File: src/hpc_pkg.sv
// hpc_pkg: register map, field positions and reset values of the hub port configuration bank
// assumes byte-wide registers on a plain strobe port, two downstream ports
package hpc_pkg;
  localparam int ADDR_W = 8;
  localparam int DATA_W = 8;
  localparam int NPORT = 2;
  localparam int MAP_W = 2;

  // register offsets
  localparam logic [7:0] ADDR_CONFIG_BYTE_THREE = 8'h08;
  localparam logic [7:0] ADDR_FIXED = 8'h09;
  localparam logic [7:0] ADDR_SP_OFF = 8'h0a;
  localparam logic [7:0] ADDR_BP_OFF = 8'h0b;
  localparam logic [7:0] ADDR_REMAP = 8'hfb;
  localparam logic [7:0] ADDR_STATUS = 8'he0;
  localparam logic [7:0] ADDR_MAPOUT = 8'he1;

  // field positions
  localparam int CONFIG_BYTE_THREE_STRING_BIT = 0;
  localparam int CONFIG_BYTE_THREE_REMAP_BIT = 3;
  localparam int PORT_LSB = 1;
  localparam int REMAP_P2_LSB = 4;
  localparam int STAT_COUNT_LSB = 0;
  localparam int STAT_SELF_BIT = 4;
  localparam int STAT_STRAP_BIT = 5;
  localparam int STAT_REMAP_BIT = 6;
  localparam int MAPOUT_P2_LSB = 4;

  // writable masks and reset values
  localparam logic [7:0] CONFIG_BYTE_THREE_MASK = 8'h09;
  localparam logic [7:0] PORT_MASK = 8'h06;
  localparam logic [7:0] REMAP_MASK = 8'h33;
  localparam logic [7:0] CONFIG_BYTE_THREE_RESET = 8'h00;
  localparam logic [7:0] PORT_RESET = 8'h00;
  localparam logic [7:0] REMAP_RESET = 8'h21;
  localparam logic [7:0] READ_ZERO = 8'h00;
  localparam logic [1:0] MAP_OFF = 2'h0;

  // where the port options come from
  typedef enum logic [0:0] {
    HPC_SRC_REGS = 1'b0,
    HPC_SRC_STRAPS = 1'b1
  } hpc_src_t;
endpackage : hpc_pkg

File: src/hpc_map_if.sv
// hpc_map_if: carries port enables and remap choice into the numbering module
// assumes one clock domain; purely combinational signals
`timescale 1ns/10ps
interface hpc_map_if;
  logic remapSel;
  logic [1:0] portOff;
  logic [3:0] remapWord;
  logic [1:0] numP1;
  logic [1:0] numP2;
  logic [1:0] portCount;

  modport cfg (output remapSel, output portOff, output remapWord,
               input numP1, input numP2, input portCount);
  modport num (input remapSel, input portOff, input remapWord,
               output numP1, output numP2, output portCount);
endinterface : hpc_map_if

File: src/hpc_port_config.sv
// hpc_port_config: configuration bank deciding numbering, strings, fixed and disabled ports
// assumes a single-cycle strobe master on clk; straps and supply pin are asynchronous pins
// Notes on behaviour
// - config byte three bit 3 chooses standard numbering or remap mode.
// - standard numbering shifts higher ports down past a disabled one.
// - remap mode takes port numbers from the remap register.
// - config byte three bit 0 turns string descriptors on.
// - fixed-device register bits 2 and 1 mark ports 2 and 1.
// - each active port reports whether its device is non-removable.
// - default configuration takes fixed-device marks from strap pins.
// - self-powered without remap, self port-off bits disable ports.
// - bus-powered without remap, bus port-off bits disable ports.
// - report correct enabled port count and reorder active ports.
// - port-off bits 2 and 1 disable ports 2 and 1; rest reserved.
// - default configuration takes port-off choice from strap pins.
// - with auto power switching, supply pin picks which port-off applies.
`timescale 1ns/10ps
module hpc_port_config (
  input wire logic clk,
  input wire logic srst,
  input wire logic [7:0] regAddr,
  input wire logic [7:0] regWdata,
  input wire logic regWr,
  input wire logic regRd,
  output logic [7:0] regRdata,
  input wire logic useDefaults,
  input wire logic autoPowerSwitch,
  input wire logic selfPowerBit,
  input wire logic local_supply_present,
  input wire logic [1:0] fixed_device_straps,
  input wire logic [1:0] port_off_straps,
  output logic stringEnable,
  output logic [1:0] portDisabled,
  output logic [1:0] portNonRemovable,
  output logic [1:0] hostNumPort1,
  output logic [1:0] hostNumPort2,
  output logic [1:0] enabledPortCount,
  output logic selfPowered
);
  logic [7:0] config_byte_three_reg;
  logic [7:0] config_byte_three_next;
  logic [7:0] fixed_reg;
  logic [7:0] fixed_next;
  logic [7:0] spOff_reg;
  logic [7:0] spOff_next;
  logic [7:0] bpOff_reg;
  logic [7:0] bpOff_next;
  logic [7:0] remap_reg;
  logic [7:0] remap_next;
  logic [7:0] rdata_reg;
  logic [7:0] rdata_next;

  // two-flop synchronisers for every pin input
  logic [5:0] pinMeta_reg;
  logic [5:0] pinSync_reg;
  wire [5:0] pinRaw;

  // registered outputs
  logic stringEn_reg;
  logic [1:0] disabled_reg;
  logic [1:0] fixedOut_reg;
  logic [1:0] num1_reg;
  logic [1:0] num2_reg;
  logic [1:0] count_reg;
  logic self_reg;

  hpc_map_if mapIf ();

  // write select shared by all register writes
  function automatic logic hitWrite(input logic wr, input logic [7:0] a,
                                    input logic [7:0] target);
    hitWrite = wr && (a == target);
  endfunction : hitWrite

  // pin synchroniser: first stage is read only by the second
  assign pinRaw = {useDefaults, local_supply_present, fixed_device_straps, port_off_straps};

  always_ff @(posedge clk) begin
    if (srst) begin
      pinMeta_reg <= 6'h00;
      pinSync_reg <= 6'h00;
    end else begin
      pinMeta_reg <= pinRaw;
      pinSync_reg <= pinMeta_reg;
    end
  end

  wire [1:0] syncPortOff;
  wire [1:0] syncFixed;
  wire syncSupply;
  wire syncDefaults;
  assign syncPortOff = pinSync_reg[1:0];
  assign syncFixed = pinSync_reg[3:2];
  assign syncSupply = pinSync_reg[4];
  assign syncDefaults = pinSync_reg[5];

  // register writes: reserved bits never stored, so they read as zero
  assign config_byte_three_next = hitWrite(regWr, regAddr, hpc_pkg::ADDR_CONFIG_BYTE_THREE)
                   ? (regWdata & hpc_pkg::CONFIG_BYTE_THREE_MASK) : config_byte_three_reg;
  assign fixed_next = hitWrite(regWr, regAddr, hpc_pkg::ADDR_FIXED)
                    ? (regWdata & hpc_pkg::PORT_MASK) : fixed_reg;
  assign spOff_next = hitWrite(regWr, regAddr, hpc_pkg::ADDR_SP_OFF)
                    ? (regWdata & hpc_pkg::PORT_MASK) : spOff_reg;
  assign bpOff_next = hitWrite(regWr, regAddr, hpc_pkg::ADDR_BP_OFF)
                    ? (regWdata & hpc_pkg::PORT_MASK) : bpOff_reg;
  assign remap_next = hitWrite(regWr, regAddr, hpc_pkg::ADDR_REMAP)
                    ? (regWdata & hpc_pkg::REMAP_MASK) : remap_reg;

  always_ff @(posedge clk) begin
    if (srst) begin
      config_byte_three_reg <= hpc_pkg::CONFIG_BYTE_THREE_RESET;
      fixed_reg <= hpc_pkg::PORT_RESET;
      spOff_reg <= hpc_pkg::PORT_RESET;
      bpOff_reg <= hpc_pkg::PORT_RESET;
      remap_reg <= hpc_pkg::REMAP_RESET;
    end else begin
      config_byte_three_reg <= config_byte_three_next;
      fixed_reg <= fixed_next;
      spOff_reg <= spOff_next;
      bpOff_reg <= bpOff_next;
      remap_reg <= remap_next;
    end
  end

  // source of port options: straps override registers under defaults
  hpc_pkg::hpc_src_t optSrc;
  assign optSrc = syncDefaults ? hpc_pkg::HPC_SRC_STRAPS : hpc_pkg::HPC_SRC_REGS;

  wire remapOn;
  wire selfNow;
  wire [1:0] regOffSel;
  wire [1:0] offChoice;
  wire [1:0] fixedChoice;
  wire [1:0] portOffNow;

  assign remapOn = config_byte_three_reg[hpc_pkg::CONFIG_BYTE_THREE_REMAP_BIT];
  // auto switching follows the supply pin, otherwise the software power bit
  assign selfNow = autoPowerSwitch ? syncSupply : selfPowerBit;
  assign regOffSel = selfNow ? spOff_reg[hpc_pkg::PORT_LSB +: 2]
                             : bpOff_reg[hpc_pkg::PORT_LSB +: 2];
  assign offChoice = (optSrc == hpc_pkg::HPC_SRC_STRAPS) ? syncPortOff : regOffSel;
  assign fixedChoice = (optSrc == hpc_pkg::HPC_SRC_STRAPS) ? syncFixed
                     : fixed_reg[hpc_pkg::PORT_LSB +: 2];
  // remap mode ignores port-off selections; the remap word decides
  assign portOffNow = remapOn ? 2'h0 : offChoice;

  assign mapIf.remapSel = remapOn;
  assign mapIf.portOff = portOffNow;
  assign mapIf.remapWord = {remap_reg[hpc_pkg::REMAP_P2_LSB +: 2], remap_reg[1:0]};

  hpc_port_numbering numbering (
    .mapIf(mapIf)
  );

  // port is disabled when no host number was given to it
  wire [1:0] hiddenNow;
  assign hiddenNow = {mapIf.numP2 == hpc_pkg::MAP_OFF, mapIf.numP1 == hpc_pkg::MAP_OFF};

  // outputs registered so the host side sees stable levels
  always_ff @(posedge clk) begin
    if (srst) begin
      stringEn_reg <= 1'b0;
      disabled_reg <= 2'h0;
      fixedOut_reg <= 2'h0;
      num1_reg <= 2'h0;
      num2_reg <= 2'h0;
      count_reg <= 2'h0;
      self_reg <= 1'b0;
    end else begin
      stringEn_reg <= config_byte_three_reg[hpc_pkg::CONFIG_BYTE_THREE_STRING_BIT];
      disabled_reg <= hiddenNow;
      fixedOut_reg <= fixedChoice & ~hiddenNow;
      num1_reg <= mapIf.numP1;
      num2_reg <= mapIf.numP2;
      count_reg <= mapIf.portCount;
      self_reg <= selfNow;
    end
  end

  assign stringEnable = stringEn_reg;
  assign portDisabled = disabled_reg;
  assign portNonRemovable = fixedOut_reg;
  assign hostNumPort1 = num1_reg;
  assign hostNumPort2 = num2_reg;
  assign enabledPortCount = count_reg;
  assign selfPowered = self_reg;

  // read mux: unmapped addresses read zero
  wire [7:0] statusWord;
  wire [7:0] mapWord;
  assign statusWord = {1'b0, remapOn, syncDefaults, selfNow, 2'h0, mapIf.portCount};
  assign mapWord = {2'h0, mapIf.numP2, 2'h0, mapIf.numP1};

  always_comb begin
    case (regAddr)
      hpc_pkg::ADDR_CONFIG_BYTE_THREE: rdata_next = config_byte_three_reg;
      hpc_pkg::ADDR_FIXED: rdata_next = fixed_reg;
      hpc_pkg::ADDR_SP_OFF: rdata_next = spOff_reg;
      hpc_pkg::ADDR_BP_OFF: rdata_next = bpOff_reg;
      hpc_pkg::ADDR_REMAP: rdata_next = remap_reg;
      hpc_pkg::ADDR_STATUS: rdata_next = statusWord;
      hpc_pkg::ADDR_MAPOUT: rdata_next = mapWord;
      default: rdata_next = hpc_pkg::READ_ZERO;
    endcase
    if (!regRd) begin
      rdata_next = hpc_pkg::READ_ZERO;
    end
  end

  // read data stands only in the cycle after the strobe
  always_ff @(posedge clk) begin
    if (srst) begin
      rdata_reg <= hpc_pkg::READ_ZERO;
    end else begin
      rdata_reg <= rdata_next;
    end
  end

  assign regRdata = rdata_reg;
endmodule : hpc_port_config

File: src/hpc_port_numbering.sv
// hpc_port_numbering: works out which number each physical port shows to the host
// assumes portOff already chosen by power mode and masked; 1 means port hidden
`timescale 1ns/10ps
module hpc_port_numbering (
  hpc_map_if.num mapIf
);
  wire p1On;
  wire p2On;
  wire [1:0] stdP1;
  wire [1:0] stdP2;

  // standard numbering: a hidden port shifts the next one down
  assign p1On = ~mapIf.portOff[0];
  assign p2On = ~mapIf.portOff[1];
  assign stdP1 = p1On ? 2'h1 : hpc_pkg::MAP_OFF;
  assign stdP2 = !p2On ? hpc_pkg::MAP_OFF : (p1On ? 2'h2 : 2'h1);

  // remap word takes over the numbering entirely
  assign mapIf.numP1 = mapIf.remapSel ? mapIf.remapWord[1:0] : stdP1;
  assign mapIf.numP2 = mapIf.remapSel ? mapIf.remapWord[3:2] : stdP2;

  // count of ports the host may enumerate; ports left without a number are not counted
  assign mapIf.portCount = {1'b0, mapIf.numP1 != hpc_pkg::MAP_OFF}
                         + {1'b0, mapIf.numP2 != hpc_pkg::MAP_OFF};
endmodule : hpc_port_numbering

File: config.mk
export PLATFORM = sky130hd
export DESIGN_NAME = hpc_port_config
export DESIGN_NICKNAME = d
export VERILOG_FILES = /design/src/hpc_pkg.sv /design/src/hpc_map_if.sv /design/src/hpc_port_config.sv /design/src/hpc_port_numbering.sv
export SDC_FILE = /design/constraint.sdc
export NUM_CORES = 1
export LEC_CHECK = 0
export BUFFER_PORTS_ARGS = -buffer_cell sky130_fd_sc_hd__buf_2
export CAP_MARGIN = 40
export CORE_MARGIN = 4
export CORE_UTILIZATION = 45
export CTS_CLUSTER_SIZE = 16
export DETAILED_ROUTE_END_ITERATION = 8
export PLACE_DENSITY_LB_ADDON = 0.08
export SETUP_SLACK_MARGIN = 0.3
export SYNTH_ARGS = -nofsm -noshare
export SYNTH_HDL_FRONTEND = slang
export SYNTH_SLANG_ARGS = --single-unit
export TNS_END_PERCENT = 1
File: constraint.sdc
create_clock -name clk -period 6.8 [get_ports clk]
set_input_delay 0.34 -clock clk [delete_from_list [all_inputs] [get_ports clk]]
set_output_delay 0.34 -clock clk [all_outputs]
set_load 0.1 [all_outputs]
======== After elaboration in Yosys (flattened, before gate mapping) ========
Index checks and enable logic that the tools add are counted.
word-level totals
  output and inout bits ................... 20
  register bits after elaboration ......... 44
  logic and storage cells ................. 48
operators by class
  reductions and logical operators ........ 10
  equality and inequality tests ........... 7
  bitwise logic cells ..................... 3
  $add $sub $neg .......................... 1
  mux-type cells .......................... 12
operators with widths
  cell                                           number
  case mux 7 bit (7 select lines)                1
  == test 8 x 4 -> 1 bit, second input constant  4
  == test 8 bit, second input constant           3
  two-way mux 2 bit                              8
  logical AND 1 bit                              5
  logical NOT 2 bit                              2
  nonzero test 2 bit                             2
  two-way mux 1 bit                              3
  adder 1 x 1 -> 2 bit                           1
  AND 2 bit                                      1
  NOT 2 bit                                      1
  OR reduction 2 bit                             1
  NOT 1 bit                                      1

======== Longest topological paths before layout ========
  word-level depth ........................ 10
  gate-level depth with buffers ........... 10

======== Cells and area by module ========
A second synthesis with hierarchy kept.
unflattened totals
  cells, all modules ...................... 176
  area, all modules ....................... 1699.1 sq um
by module, submodules not included
  module              area an instance (sq um)  cells each  seq. area each (sq um)  instances
  hpc_port_config     1609.0                    162         860.8                   1
  hpc_port_numbering  90.1                      14          0.0                     1

======== Least setup slack after synthesis ========
OpenSTA, ideal clock, no wires.
  kind .................................... input to register
  start ................................... in autoPowerSwitch
  end ..................................... reg rdata_reg[0], in the netlist regRdata[0]
  path slack .............................. 4.576 ns
  cell stages on the path ................. 8
  required time ........................... 6.649 ns
  data arrival time ....................... 2.073 ns
  cell sequence ........................... mux2i_2 > mux2_4 > a211oi_2 > nor2_1 > ha_1 > a22o_1 > a22oi_1 > a21oi_1
on the way
  longest elaborated chain between the ends .. 10
  elaborated cells on any way between the ends .. 13
ends and longest elaborated chain
  what                                 RTL line                  text
  from (decl)                          hpc_port_config.sv:27     input wire logic autoPowerSwitch,
  two-way mux 1 bit (*)                hpc_port_config.sv:138    assign selfNow = autoPowerSwitch ? syncSupply : selfPowerBit;
  two-way mux 2 bit (*)                hpc_port_config.sv:139    assign regOffSel = selfNow ? spOff_reg[hpc_pkg::PORT_LSB +: 2]
  two-way mux 2 bit (*)                hpc_port_config.sv:141    assign offChoice = (optSrc == hpc_pkg::HPC_SRC_STRAPS) ? syncPortOff : regOffSel;
  two-way mux 2 bit (*)                hpc_port_config.sv:145    assign portOffNow = remapOn ? 2'h0 : offChoice;
  two-way mux 2 bit (2 in series)      hpc_port_numbering.sv:16  assign stdP2 = !p2On ? hpc_pkg::MAP_OFF : (p1On ? 2'h2 : 2'h1);
  two-way mux 2 bit                    hpc_port_numbering.sv:20  assign mapIf.numP2 = mapIf.remapSel ? mapIf.remapWord[3:2] : stdP2;
  nonzero test 2 bit                   hpc_port_numbering.sv:24  + {1'b0, mapIf.numP2 != hpc_pkg::MAP_OFF};
  adder 1 x 1 -> 2 bit (*)             hpc_port_numbering.sv:24
  net mapIf.portCount[0]               hpc_map_if.sv:10          logic [1:0] portCount;
  case mux 7 bit (7 select lines) (*)  hpc_port_config.sv:195    case (regAddr)
  to (signal assigned)                 hpc_port_config.sv:213    rdata_reg <= hpc_pkg::READ_ZERO;
  to (signal assigned)                 hpc_port_config.sv:215    rdata_reg <= rdata_next;
  to (decl)                            hpc_port_config.sv:50     logic [7:0] rdata_reg;
The timed path passes the listed nets; every way through them passes the cells marked *.
A chain may end at the register's enable or synchronous reset.

======== Worst setup path after layout ========
  start ................................... reg pinSync_reg[4]
  end ..................................... reg rdata_reg[0], in the netlist regRdata[0]
on the way
  longest elaborated chain between the ends .. 10
  elaborated cells on any way between the ends .. 13
ends and longest elaborated chain
  what                                 RTL line                  text
  from (decl)                          hpc_port_config.sv:55     logic [5:0] pinSync_reg;
  from (signal assigned)               hpc_port_config.sv:84     pinSync_reg <= pinMeta_reg;
  two-way mux 1 bit (*)                hpc_port_config.sv:138
  two-way mux 2 bit (*)                hpc_port_config.sv:139
  two-way mux 2 bit (*)                hpc_port_config.sv:141
  two-way mux 2 bit (*)                hpc_port_config.sv:145
  two-way mux 2 bit (2 in series)      hpc_port_numbering.sv:16
  two-way mux 2 bit                    hpc_port_numbering.sv:20
  nonzero test 2 bit                   hpc_port_numbering.sv:24
  adder 1 x 1 -> 2 bit (*)             hpc_port_numbering.sv:24
  net mapIf.portCount[0]               hpc_map_if.sv:10
  case mux 7 bit (7 select lines) (*)  hpc_port_config.sv:195
Marked as above.

==> results.py <==
metrics = {
    "layout": {
        "nets": 254,
        "postLayoutCoreUtil_pct": 55.5,
        "syn_to_final_growth_pct": 18.9,
        "drive_above_1_share_pct": 27.1,
        "largest_reg_flops": 7,
        "layout.cells.non_filler": 273,
        "insertedDiodeCount": 0,
    },
    "clock_tree": {
        "ctsHoldBuffers": 0,
        "cts-resized-gates": 0,
        "cts_root_buf": "clkbuf_8",
        "cts.htree.levels": 2,
        "cts_buffer_depth": 2,
        "clock_sinks": 43,
        "cts_buffers": 5,
        "cts_tree": "built",
        "cts_setup_buffers": 0,
        "clkLatencyLatePin_ns": 0.28,
        "clk_pin_slew_worst_paths_ns": 0.07,
    },
    "placed_design": {
        "dp_hpwl_um": 2590,
        "dp_cells": 266,
        "port_buffers": 44,
        "gp_congestion": 0.878,
    },
    "global_routing": {
        "grt_pass1_wl_um": 5820,
        "grt_pass1_vias": 1257,
        "antenna_found_initial": 0,
        "grt_remaining_overflow": 0,
        "grt_max_degree": 34,
        "grtUsageTotal_pct": 14.7,
    },
    "flow_run": {
        "cap_violations": 0,
    },
    "sta": {
        "hold_viol": 0,
        "finalClockSkew_ns": 0.00610,
        "rsz0062_at_grt": "false",
        "slew_headroom_pct": 45.9,
        "period_needed_ns": 2.37,
        "maxSlewViolCount": 0,
        "max_freq_mhz": 422,
        "tightestPinTransition_ns": 0.801,
        "fin_crit_sh_pct": 34.8,
        "tns_ns": 0,
        "setup_violations": 0,
    },
    "setup_path": {
        "worstPathRequired_ns": 6.94,
        "crit_path_max_fanout": 6,
        "cp_data_arrival_time_ns": 2.50,
        "r2r_start": "pinSync_reg[4]",
        "cp-end-kind": "register",
        "ff2ff_path_depth": 8,
        "worstSetupPathType": "register to register",
        "startpoint_type": "register",
        "reg2reg_to": "regRdata[0]",
        "reg2reg_slack_ns": 4.43,
    },
    "power_and_ir_drop": {
        "cellPowerDensity_nw_per_um2": 230,
        "p_leak_nw": 0.878,
        "total_power_mw": 0.467,
        "peakVddDrop_mv": 0.148,
    },
    "route": {
        "drt-initial-drc-count": 79,
        "vias": 1402,
        "viasPerCell": 5.14,
        "finalWirelength_um": 3430,
        "dr.pass1.iters": 4,
        "ant_nets": 0,
        "drc": 0,
        "avgRoutedWirePerCell_um": 12.6,
    },
    "logic_synthesis": {
        "syn_area_um2": 1710,
        "netlist_instances": 182,
        "seq_area_frac_synth_pct": 50.3,
        "ys_seq_elements": 43,
        "ys_types": 39,
        "yosysWarnings": 0,
        "synth.avg_cell_area_um2": 9.40,
        "syn-num-nets": 211,
    },
    "floorplan": {
        "die-area_um2": 4850,
        "die_w_um": 69.7,
        "rows": 22,
        "io_pins": 48,
        "fp.dieH_um": 69.7,
        "start_util_pct": 46.7,
        "core_area_um2": 3660,
    },
    "hold_path": {
        "min_to": "pinMeta_reg[0]",
        "hp-start": "port_off_straps[0]",
        "hp-class": "primary input to register",
        "holdPathStages": 2,
    },
    "outcome": {
        "status": "finished, final reports clean",
    },
}
worst max-delay path by stage:
stage,slack [ns],cells after the start,end,startpoint
after global placement,4.23,9,regRdata[0],autoPowerSwitch
after detailed placement,4.25,9,regRdata[0],autoPowerSwitch
after floorplan,4.58,8,regRdata[0],autoPowerSwitch
after CTS,4.44,8,regRdata[0],pinSync_reg[4]
final,4.43,8,regRdata[0],pinSync_reg[4]
after global routing,4.28,8,regRdata[0],pinSync_reg[4]
layout make-up:
class	count	area, µm²
fillers	351	1630
flip-flops and latches	43	861
multi-input cells	126	786
repair buffers	44	220
inverters	5	18.8
clock inverters	1	5.00
clock buffers	6	82.6
well taps	48	60.1
critical path, cell delays in order, from the launching register on:
cell	delay, ns
dfxtp_1	0.31
mux2i_2	0.29
mux2_4	0.35
a211oi_2	0.38
nor2_1	0.12
ha_1	0.32
a22o_1	0.21
a22oi_1	0.15
a21oi_1	0.09
per-layer routing:
| metal | routed length (µm) | part of all wire, % | track usage, % | vias to the layer above |
|---|---|---|---|---|
| met2 | 1680 | 49 | 23.1 | 36 |
| met4 | 10 | 0.29 | 4.68 | 0 |
| li1 | - | - | - | 718 |
| met1 | 1520 | 44 | 18.8 | 646 |
| met5 | 0 | 0 | 0 | - |
| met3 | 227 | 6.6 | 5.51 | 2 |
per-stage QoR:
stage,cell area (µm²),setup WS (ns),hold slack [ns]
after global routing,2030,4.28,0.256
after detailed placement,1950,4.25,0.423
after CTS,2030,4.44,0.252
final,2030,4.43,0.260
after floorplan,1710,4.58,0.412
after global placement,1950,4.23,0.421
report_power, final:
| group | internal, mW | switching [mW] |
|---|---|---|
| logic | 0.0144 | 0.0374 |
| clock network | 0.0796 | 0.0764 |
| registers | 0.257 | 0.00193 |
cell usage in the layout, fill, tap and decap left out, types with 2 or more instances in the layout:
| cell | instances |
|---|---|
| clkbuf_8 | 6 |
| mux2i_1 | 7 |
| o21ai_0 | 3 |
| nor2b_1 | 15 |
| nand3_1 | 13 |
| a21oi_1 | 10 |
| nand4_1 | 2 |
| and3_1 | 2 |
| inv_1 | 5 |
| a22o_1 | 3 |
| nand3b_1 | 2 |
| nand2_1 | 15 |
| nor4_1 | 4 |
| nor3_1 | 3 |
| buf_2 | 44 |
| a22oi_1 | 5 |
| dfxtp_1 | 43 |
| mux2_2 | 3 |
| nand2b_1 | 2 |
| nor2_1 | 20 |
logic make-up (layout without fill, tap and decap cells):
logic type / after synthesis / in the layout / synth area share, %
AND/OR/NAND/NOR: 86 / 86 / 27.0
flip-flops: 43 / 43 / 50.3
AO/OA/AOI/OAI: 26 / 26 / 10.2
buffers and inverters: 13 / 56 / 3.73
multiplexers: 12 / 12 / 7.75
adder cells (fa/ha/maj): 1 / 1 / 0.731
other: 1 / 1 / 0.219
synth_stat cells:
master / count / area, µm²
dfxtp_1: 43 / 861
nor2_1: 20 / 75.1
nand2_1: 15 / 56.3
nor2b_1: 15 / 93.8
nand3_1: 13 / 65.1
a21oi_1: 10 / 50.1
mux2i_1: 7 / 70.1
a22oi_1: 5 / 37.5
clkbuf_1: 5 / 18.8
inv_1: 5 / 18.8
nor4_1: 4 / 25.0
a22o_1: 3 / 26.3
mux2_2: 3 / 33.8
nor3_1: 3 / 15.0
o21ai_0: 3 / 15.0
and3_1: 2 / 12.5
nand2b_1: 2 / 12.5
nand3b_1: 2 / 15.0
nand4_1: 2 / 12.5
a211oi_2: 1 / 12.5
a21oi_2: 1 / 8.76
a221oi_1: 1 / 8.76
and2_0: 1 / 6.26
buf_2: 1 / 5.00
buf_4: 1 / 7.51
clkbuf_8: 1 / 13.8
conb_1: 1 / 3.75
ha_1: 1 / 12.5
mux2_4: 1 / 15.0
mux2i_2: 1 / 13.8
nand4b_1: 1 / 8.76
nor4b_1: 1 / 8.76
nor4b_4: 1 / 23.8
o21a_1: 1 / 7.51
o311ai_0: 1 / 8.76
or2_2: 1 / 6.26
or3_2: 1 / 7.51
or4_1: 1 / 7.51
or4b_1: 1 / 10.0
No activity file was read; power rests on OpenSTA's default activity.
